### config.mk
export PLATFORM = sky130hd
export DESIGN_NAME = dhp_port
export DESIGN_NICKNAME = d
export VERILOG_FILES = /design/src/common/dhp_pkg.sv /design/src/design/dhp_port.sv
export SDC_FILE = /design/constraint.sdc
export NUM_CORES = 1
export LEC_CHECK = 0
export ABC_AREA = 1
export BUFFER_PORTS_ARGS = -buffer_cell sky130_fd_sc_hd__buf_4
export CAP_MARGIN = 40
export CORE_ASPECT_RATIO = 0.9
export CORE_MARGIN = 2
export CORE_UTILIZATION = 35
export DETAILED_ROUTE_END_ITERATION = 10
export MAX_ROUTING_LAYER = met4
export SETUP_SLACK_MARGIN = 0.3
export SYNTH_ARGS = -nofsm -noshare
export SYNTH_HDL_FRONTEND = slang
export SYNTH_SLANG_ARGS = --single-unit
### constraint.sdc
create_clock -name clk_i -period 2.4 [get_ports clk_i]
set_input_delay 0.24 -clock clk_i [delete_from_list [all_inputs] [get_ports clk_i]]
set_output_delay 0.24 -clock clk_i [all_outputs]
set_load 0.02 [all_outputs]
### src/common/dhp_pkg.sv
// Purpose: Shared constants and types of the display host bus port
// Assumes: One 100 MHz clock; all pins sampled synchronously
// Notes:   Strap codes pick the host interface style once after reset
package dhp_pkg;

  // Clock rate, bus width and FIFO depth
  localparam int unsigned CLK_HZ     = 100_000_000;
  localparam int unsigned BUS_W      = 8;
  localparam int unsigned FIFO_DEPTH = 16;

  // Bit count of the last serial bit; a frame is 8 rising edges of the serial clock
  localparam logic [2:0] SER_LAST_BIT = 3'h7;

  // Bit positions of the serial pins on the data bus
  localparam int unsigned SER_CLK_BIT  = 0;
  localparam int unsigned SER_DATA_BIT = 1;

  // Strap codes {strap_b, strap_a}
  localparam logic [1:0] STRAP_SERIAL = 2'h0;
  localparam logic [1:0] STRAP_ESTRB  = 2'h1;
  localparam logic [1:0] STRAP_SEPSTR = 2'h2;

  // Reset values
  localparam logic [7:0] RST_BYTE = 8'h00;
  localparam logic [2:0] RST_BITS = 3'h0;

  // Interface style
  typedef enum logic [1:0] {
    MODE_SERIAL,
    MODE_ESTROBE,
    MODE_SEPSTROBE
  } dhp_mode_t;

  // One transfer from the host: byte plus its data/command flag
  typedef struct packed {
    logic       is_data;
    logic [7:0] value;
  } dhp_xfer_t;

  localparam int unsigned XFER_W = $bits(dhp_xfer_t);

endpackage

### src/design/dhp_port.sv
// Purpose: Device end of the display host bus port, with its write FIFO
// Assumes: Host pins synchronous to clk_i; straps stable at reset release
// Notes:   Writes are dropped while the FIFO is full, shown on busy_o one cycle late; the host must pace
`timescale 1ns/1ps

////////////////////////////////////////////////////////////////////////////
// Write FIFO: plain circular buffer with occupancy counter
module dhp_fifo #(
  parameter int unsigned WIDTH = 9,
  parameter int unsigned DEPTH = 16
) (
  input  wire logic             clk_i,
  input  wire logic             rst_i,
  input  wire logic             ce_i,
  input  wire logic             in_valid_i,
  input  wire logic [WIDTH-1:0] in_data_i,
  output logic                  in_ready_o,
  output logic                  out_valid_o,
  output logic [WIDTH-1:0]      out_data_o,
  input  wire logic             out_ready_i
);
  localparam int unsigned AW = $clog2(DEPTH);

  logic [WIDTH-1:0] mem_q [DEPTH];  // Storage
  logic [AW-1:0]    wp_q, wp_d;     // Write pointer
  logic [AW-1:0]    rp_q, rp_d;     // Read pointer
  logic [AW:0]      cnt_q, cnt_d;   // Occupancy
  logic             push, pop;

  // Honest flags straight from the counter
  // Full compare at counter width; a pointer-wide cast of DEPTH wraps to 0
  assign in_ready_o  = (cnt_q != (AW+1)'(DEPTH));
  assign out_valid_o = (cnt_q != '0);
  assign out_data_o  = mem_q[rp_q];

  // Next pointers and count
  always_comb begin
    push  = in_valid_i && in_ready_o;
    pop   = out_valid_o && out_ready_i;
    wp_d  = push ? wp_q + AW'(1) : wp_q;
    rp_d  = pop ? rp_q + AW'(1) : rp_q;
    cnt_d = cnt_q + (AW+1)'(push) - (AW+1)'(pop);
  end

  // Register pointers; memory written on push
  always_ff @(posedge clk_i) begin
    if (rst_i) begin
      wp_q  <= '0;
      rp_q  <= '0;
      cnt_q <= '0;
    end else if (ce_i) begin
      wp_q  <= wp_d;
      rp_q  <= rp_d;
      cnt_q <= cnt_d;
      if (push) begin
        mem_q[wp_q] <= in_data_i;
      end
    end
  end
endmodule

////////////////////////////////////////////////////////////////////////////
// Port top: decodes host strobes, shifts serial bits, answers reads
module dhp_port (
  input  wire logic                 clk_i,
  input  wire logic                 rst_i,
  input  wire logic                 ce_i,
  input  wire logic [7:0]           host_data_bus_i,
  output logic      [7:0]           host_data_bus_o,
  output logic                      host_data_bus_oe_o,
  input  wire logic                 rd_strobe_i,
  input  wire logic                 wr_strobe_i,
  input  wire logic                 chip_select_n_i,
  input  wire logic                 data_command_select_i,
  input  wire logic                 reset_n_i,
  input  wire logic                 bus_select_strap_a_i,
  input  wire logic                 bus_select_strap_b_i,
  input  wire logic [7:0]           status_i,
  input  wire logic [7:0]           mem_data_i,
  output logic                      mem_rd_o,
  output logic                      init_o,
  output logic                      busy_o,
  output logic                      xfer_valid_o,
  output dhp_pkg::dhp_xfer_t        xfer_o,
  input  wire logic                 xfer_ready_i
);
  dhp_pkg::dhp_mode_t mode_q, mode_d;     // Selected style
  logic               taken_q, taken_d;   // Straps caught
  logic               prv_rd_q, prv_wr_q; // Last strobe levels
  logic               prv_sck_q;          // Last serial clock
  logic [7:0]         sh_q, sh_d;         // Serial shifter
  logic [2:0]         bits_q, bits_d;     // Serial bit count
  logic [7:0]         pipe_q, pipe_d;     // Read pipeline byte
  logic [7:0]         dout_d;
  logic               oe_d, mrd_d, init_d, busy_d;
  logic               push_q, push_d;     // One-cycle FIFO write
  dhp_pkg::dhp_xfer_t pdat_q, pdat_d;
  logic               fifo_rdy, fifo_vld;
  dhp_pkg::dhp_xfer_t fifo_dat;
  logic               sel, e_fall, rd_rise, wr_rise, sck_rise;
  logic               wr_done, rd_done, serial_data_in;
  logic [7:0]         ser_byte;

  //////////////////////////////////////////////////////////////////////////
  // Next state of the whole port
  always_comb begin
    // Host reset blocks traffic while init runs
    sel      = !chip_select_n_i && reset_n_i;
    e_fall   = prv_rd_q && !rd_strobe_i;
    rd_rise  = !prv_rd_q && rd_strobe_i;
    wr_rise  = !prv_wr_q && wr_strobe_i;
    serial_data_in     = host_data_bus_i[dhp_pkg::SER_DATA_BIT];
    sck_rise = !prv_sck_q
               && host_data_bus_i[dhp_pkg::SER_CLK_BIT];
    ser_byte = {sh_q[6:0], serial_data_in};
    mode_d   = mode_q;
    taken_d  = 1'b1;
    sh_d     = sh_q;
    bits_d   = bits_q;
    pipe_d   = pipe_q;
    push_d   = 1'b0;
    pdat_d   = pdat_q;
    oe_d     = 1'b0;
    wr_done  = 1'b0;
    rd_done  = 1'b0;
    init_d   = !reset_n_i;
    busy_d   = !fifo_rdy;
    // Straps sampled once after release, never again
    if (!taken_q) begin
      case ({bus_select_strap_b_i, bus_select_strap_a_i})
        dhp_pkg::STRAP_ESTRB:  mode_d = dhp_pkg::MODE_ESTROBE;
        dhp_pkg::STRAP_SEPSTR: mode_d = dhp_pkg::MODE_SEPSTROBE;
        default:               mode_d = dhp_pkg::MODE_SERIAL;
      endcase
    end
    case (mode_q)
      dhp_pkg::MODE_ESTROBE: begin
        // Enable high drives on read; falling edge latches
        oe_d    = sel && rd_strobe_i && wr_strobe_i;
        wr_done = sel && e_fall && !wr_strobe_i;
        rd_done = sel && e_fall && wr_strobe_i;
      end
      dhp_pkg::MODE_SEPSTROBE: begin
        // Low strobe opens the access, rising edge closes it
        oe_d    = sel && !rd_strobe_i && wr_strobe_i;
        wr_done = sel && wr_rise && rd_strobe_i;
        rd_done = sel && rd_rise;
      end
      dhp_pkg::MODE_SERIAL: begin
        // Counter restarts whenever select is dropped
        if (!sel) begin
          bits_d = dhp_pkg::RST_BITS;
        end else if (sck_rise) begin
          sh_d   = ser_byte;
          bits_d = bits_q + 3'h1;
          if (bits_q == dhp_pkg::SER_LAST_BIT) begin
            push_d         = 1'b1;
            pdat_d.value   = ser_byte;
            pdat_d.is_data = data_command_select_i;
          end
        end
      end
      default: begin
        oe_d = 1'b0;
      end
    endcase
    // Parallel write: byte straight off the bus
    if (wr_done) begin
      push_d         = 1'b1;
      pdat_d.value   = host_data_bus_i;
      pdat_d.is_data = data_command_select_i;
    end
    // Data reads return the previous fetch, hence the dummy read
    mrd_d = rd_done && data_command_select_i;
    if (mrd_d) begin
      pipe_d = mem_data_i;
    end
    dout_d = data_command_select_i ? pipe_q : status_i;
  end

  //////////////////////////////////////////////////////////////////////////
  // Register the port state
  always_ff @(posedge clk_i) begin
    if (rst_i) begin
      mode_q             <= dhp_pkg::MODE_SERIAL;
      taken_q            <= 1'b0;
      prv_rd_q           <= 1'b0;
      prv_wr_q           <= 1'b0;
      prv_sck_q          <= 1'b0;
      sh_q               <= dhp_pkg::RST_BYTE;
      bits_q             <= dhp_pkg::RST_BITS;
      pipe_q             <= dhp_pkg::RST_BYTE;
      push_q             <= 1'b0;
      pdat_q             <= '0;
      host_data_bus_o    <= dhp_pkg::RST_BYTE;
      host_data_bus_oe_o <= 1'b0;
      mem_rd_o           <= 1'b0;
      init_o             <= 1'b1;
      busy_o             <= 1'b0;
    end else if (ce_i) begin
      mode_q             <= mode_d;
      taken_q            <= taken_d;
      prv_rd_q           <= rd_strobe_i;
      prv_wr_q           <= wr_strobe_i;
      prv_sck_q          <= host_data_bus_i[dhp_pkg::SER_CLK_BIT];
      sh_q               <= sh_d;
      bits_q             <= bits_d;
      pipe_q             <= pipe_d;
      push_q             <= push_d;
      pdat_q             <= pdat_d;
      host_data_bus_o    <= dout_d;
      host_data_bus_oe_o <= oe_d;
      mem_rd_o           <= mrd_d;
      init_o             <= init_d;
      busy_o             <= busy_d;
    end
  end

  //////////////////////////////////////////////////////////////////////////
  // FIFO between host writes and the controller core
  dhp_fifo #(
    .WIDTH (dhp_pkg::XFER_W),
    .DEPTH (dhp_pkg::FIFO_DEPTH)
  ) u_fifo (
    .clk_i       (clk_i),
    .rst_i       (rst_i),
    .ce_i        (ce_i),
    .in_valid_i  (push_q),
    .in_data_i   (pdat_q),
    .in_ready_o  (fifo_rdy),
    .out_valid_o (fifo_vld),
    .out_data_o  (fifo_dat),
    .out_ready_i (xfer_ready_i)
  );

  // Output stream straight from the FIFO storage
  assign xfer_valid_o = fifo_vld;
  assign xfer_o       = fifo_dat;
endmodule

After elaboration in Yosys (flattened, before gate mapping) --
Memory sizes are Yosys's and may differ from the RTL's. A register that Yosys moved wholly into a read port is not among the register bits. Index checks and enable logic that the tools add are counted. W data, S select, Z words.
Storage, ports and cells: flip-flop bits (word level) 59, memory bits (writable) 144, input bits 35, logic and storage cells 95, memories kept 1
Memory list:
- u_fifo.mem_q | depth 16, width 9, read ports 1, clocked after memory_dff 1, wr ports 1, line dhp_port.sv:24 | logic [WIDTH-1:0] mem_q [DEPTH];
Operators by class: add/sub/neg operators 5, eq/ne operators 7, multiplexer cells 23, bitwise gates (word level) 1, reduce and logical (&&, ||, !) cells 39
Operator list (number):
- $mux W9 | 5
- $logic_and A1 B1 Y1 | 18
- $mux W1 | 9
- $add A4 B1 Y4 const B | 2
- $logic_not A1 Y1 | 8
- $mux W4 | 2
- $mux W8 | 1
- $reduce_and A2 Y1 | 4
- $reduce_bool A2 Y1 | 4
- $mux W3 | 2
- $pmux W1 S2 | 3
- $add A5 B1 Y5 | 1
- $ne A5 B5 Y1 const B | 1
- $reduce_and A5 Y1 | 1
- $reduce_bool A5 Y1 | 1
- $sub A5 B1 Y5 | 1
- $eq A2 B1 Y1 const B | 2
- $eq A2 B2 Y1 const B | 2
- $pmux W2 S2 | 1
- $reduce_and A4 Y1 | 1
- $add A3 B1 Y3 const B | 1
- $eq A3 B3 Y1 const B | 1
- $reduce_and A3 Y1 | 1
- $logic_not A2 Y1 | 1
- 2 further kinds | 2

Depth between registers and ports, before layout --
depth after elaboration 7, gate-level depth with buffers 15

Hierarchy --
A second synthesis with hierarchy kept.
Second synthesis, totals: cell total of the unflattened synthesis 1050, area, all modules 9495.4 um2
By module, submodules not included:
- dhp_fifo | times used 1, cells each 761, area each 7412.1 um2
- dhp_port | times used 1, cells each 289, area each 2083.2 um2

Worst setup path before layout --
OpenSTA, ideal clock, no wires.
path kind flip-flop to flip-flop, start reg u_fifo.cnt_q[3], end reg u_fifo.cnt_q[4], library setup time 0.120 ns, arrival time 2.213 ns, required time 2.280 ns, slack 0.068 ns, cell stages (with the launch flop) 16, buffers on the path 0, clock period less this slack 2.332 ns, cells stage by stage dfxtp_1 > inv_1 > ha_1 > nand4_1 > nand2_1 > inv_1 > ha_1 > inv_1 > ha_1 > fa_1 > nand3_1 > nand2_1 > nand2_1 > nand2_1 > nand2_1 > a21oi_1
Between the ends: elaborated cells on any way between the ends 6, classes of those cells 2 x add/sub; 1 x eq/ne; 3 x reduce/logical
RTL lines:
- from (decl) | line dhp_port.sv:27 | logic [AW:0] cnt_q, cnt_d;
- from (signal assigned) | line dhp_port.sv:54 | cnt_q <= cnt_d;
- $reduce_bool A5 Y1 | line dhp_port.sv:33 | assign out_valid_o = (cnt_q != '0);
- via xfer_valid_o | line dhp_port.sv:83 | output logic xfer_valid_o,
- $logic_and A1 B1 Y1 | line dhp_port.sv:39 | pop = out_valid_o && out_ready_i;
- $sub A5 B1 Y5 | line dhp_port.sv:42 | cnt_d = cnt_q + (AW+1)'(push) - (AW+1)'(pop);
The timed path passes the listed nets, and every way through them passes these cells. A chain may end at the register's enable or synchronous reset.

==> results by group <==
Outcome
  – Run status: completed

Layout
  – Design area: 0.0112 mm²
  – Number of inserted diodes: 0
  – Area of the multi-input gates: 0.00289 mm²
  – Fill cells: 2403
  – Nets: 1043
  – Final Non-Filler Cells: 1347
  – Share of layout cells above drive strength 1: 0.215
  – Reg area: 0.00559 mm²
  – Layout area overhead: 25.9%

Die
  – Core area: 0.0251 mm²
  – I/O pin count: 57
  – Die W: 172 µm
  – Starting Density: 0.355
  – Die Y: 155 µm
  – Row count: 55
  – Die area: 0.0268 mm²

Clocking
  – Clk buf depth: 3
  – Clock root buffer: clkbuf_16
  – Clock Latency Late Sink: 0.50 ns
  – Inserted Clock Buffers: 23
  – Clk pin slew, worst setup/hold paths: 0.06 ns
  – Clock Sinks: 207
  – TritonCTS clock tree: yes
  – Htree depth: 1

Critical path
  – Crit path max-delay family: buffers and inverters
  – CP Capture Type: output pin
  – Setup Crit Path Kind: register to output pin
  – Crit-path cells: buf_6 > buf_6 > o211ai_1 > nand3_1 > nand3_2 > nand2_2 > buf_6
  – Worst R2R Path Depth: 15
  – Reg2Reg Capture Point: u_fifo.cnt_q[4]$_SDFFE_PP0P_
  – FF-to-FF setup slack: 0.29 ns
  – Crit path max fanout: 6
  – Required time worst endpoint: 2.16 ns
  – CP Launch Type: register
  – RR Startpoint: u_fifo.cnt_q[3]$_SDFFE_PP0P_
  – Critical path's slowest cell: dfxtp_4
  – Max incr delay on CP: 0.37 ns
  – CP most frequent cell: buf_6
  – WP buf/inv: 3
  – Arr. time, crit path: 1.90 ns

Pwr
  – Power, Total: 8290 µW
  – Leak Pwr: 0.00449 µW
  – Cell Pwr Density: 738 mW/mm²
  – Maximum VDD drop: 388 µV

STA
  – Fmax: 0.468 GHz
  – Slew headroom: 0.449
  – RSZ-0062 raised after global routing: yes
  – Worst hold slack: 0.0303 ns
  – Min Clock Period, post-route: 2.14 ns
  – Fin. Hold Viols: 0
  – Setup TNS: 0 ns
  – Pins over their slew limit: 0
  – Worst Tran Pin Value: 0.826 ns
  – Clock Skew: 0.00741 ns
  – Tcrit/Tclk final: 0.890
  – Final Setup Violations: 0

Yosys
  – Syn_area_per_cell: 9.96 µm²
  – Synth area leader: edfxtp_1
  – Yosys reg bits: 207
  – Yosys warning count: 0
  – Syn Std Cell Area: 0.00892 mm²
  – Sequential fraction of the synthesis area: 0.626
  – Top area cells in the synthesized netlist: edfxtp_1, dfxtp_1, nand2_1
  – Top cell type's share of synthesized area: 0.485
  – Mapped Cells: 896
  – Synth Net Count: 948
  – Yosys cell types: 30

Hold path
  – WHS Endpoint: prv_rd_q$_SDFFE_PP0P_
  – Hold Path Origin: rd_strobe_i
  – Hold Path Stages: 3
  – Worst hold path class: primary input to register

Global routing
  – Global-route wire length before repair: 33.9 mm
  – Antenna violations before repair: 0
  – Total track usage: 0.167
  – Number of global-route vias before repair: 6315
  – Grt total ovfl: 0
  – Largest net degree at the start of global routing: 73

Route
  – Mean routed wirelength per cell: 16.5 µm
  – # DRC: 0
  – Drt first pass iters: 5
  – Via Count: 6461
  – Vias/cell: 4.80
  – Routed wire length: 22.2 mm
  – DRT antenna net count: 0
  – Starting DRT DRC Count: 543

Placed design
  – GP Congestion: 0.788
  – Placed cell count: 1284
  – Cell Area, Placed: 0.00988 mm²
  – Hpwl dp: 13.6 mm
  – I/O Buffers: 56

Job
  – Max cap viols: 0
## cells in the mapped netlist
cell	count
nand2_4	2
nand2_2	4
inv_2	2
buf_4	2
a22oi_1	2
edfxtp_1	144
dfxtp_1	63
o211ai_1	44
inv_1	125
nor3_1	2
nor2_1	75
clkinv_1	3
ha_1	16
o21ai_0	56
buf_2	16
xnor2_1	2
xor2_1	4
nand3_1	92
o21ai_1	1
buf_6	1
buf_1	3
clkbuf_1	20
nand3b_1	8
nand4_1	2
a211oi_1	1
a21oi_1	67
nor3_4	1
fa_1	1
nand2_1	136
nor3_2	1
## flip-flops by register name (all words and copies together) (netlist names), named ones only
register / cells
mode_q: 2
u_fifo.mem_q: 144
pdat_q: 9
pipe_q: 8
push_q: 1
bits_q: 3
sh_q: 7
busy_o: 1
prv_wr_q: 1
u_fifo.wp_q: 4
init_o: 1
prv_sck_q: 1
host_data_bus_o: 8
u_fifo.rp_q: 4
taken_q: 1
mem_rd_o: 1
host_data_bus_oe_o: 1
prv_rd_q: 1
u_fifo.cnt_q: 5
## metal layers
metal  global-route usage  share of wire  up-vias
met5                    -              0        -
met4               0.0364          0.015        0
met3               0.0280          0.048       28
met2                0.256           0.45      154
met1                0.234           0.49     3052
li1                     -              -     3227
## cell usage in the layout, fill, tap and decap left out, types with 3 or more instances in the layout
cell type and count:
edfxtp_1 144, nand2_1 126, inv_1 122, buf_4 79, nor2_1 75, nand3_1 74
dfxtp_1 58, o211ai_1 44, a21oi_1 44, o21ai_0 39, clkbuf_16 28, a21oi_2 22
nand3_2 18, buf_6 18, o21ai_1 16, nand2_2 14, ha_1 14, nand3b_1 8
clkinv_1 7, inv_2 5, xor2_1 4, dfxtp_2 4, buf_12 4, clkinvlp_4 3
clkbuf_1 3, bufinv_16 3
## metrics by stage
step	util	worst slack (ns)
floorplan	-	0.196
global placement	0.393	0.300
detailed placement	0.393	0.250
CTS	0.434	0.279
global route	0.447	0.170
finish	0.447	0.265
## where the power goes
| part | switching (µW) | internal [µW] |
|---|---|---|
| clock network | 1400 | 2100 |
| logic | 517 | 433 |
| registers | 34.8 | 3810 |
## worst max-delay path by stage
stage                              endpoint  slack (ns)  depth (start not counted)
2_1_floorplan  u_fifo.cnt_q[4]$_SDFFE_PP0P_        0.20                         15
3_3_place_gp   u_fifo.cnt_q[4]$_SDFFE_PP0P_        0.30                         15
3_5_place_dp   u_fifo.cnt_q[4]$_SDFFE_PP0P_        0.25                         14
4_1_cts                           xfer_o[6]        0.28                          8
5_1_grt        u_fifo.cnt_q[4]$_SDFFE_PP0P_        0.17                         14
6_report                          xfer_o[6]        0.26                          7
## layout make-up
class	count	area share
well taps	342	0.0381
multi-input cells	517	0.257
flip-flops and latches	207	0.498
repair buffers	112	0.0976
clock buffers	27	0.0535
clock inverters	12	0.0120
inverters	130	0.0437
## cells by family (layout without fill, tap and decap cells)
group | count (synthesis) | after routing | share of synthesized area
AO/OA/AOI/OAI | 171 | 171 | 0.109
XOR/XNOR | 6 | 6 | 0.00589
adder cells (fa/ha/maj) | 17 | 17 | 0.0247
buffers and inverters | 172 | 281 | 0.0763
flip-flops | 207 | 207 | 0.626
AND/OR/NAND/NOR | 323 | 323 | 0.158
## what timing repair did
action | 4_1_cts | 5_1_grt
gates resized for setup | 46 | 51
endpoints found under the hold margin | 2 | 0
endpoints found under the setup margin | 11 | 38
hold buffers | 2 | 0
gates cloned | 2 | 7
pin swaps | 38 | 35
setup buffers | 10 | 3
## worst reg2reg max path: cells and delay by family, from the launching register on
kind            cells  cell delay, ns
compound gates      1            0.05
fa+ha+maj           4            0.96
buf+inv             3            0.15
flops               1            0.33
simple gates        7            0.52
Power figures use the tool's default switching activity.
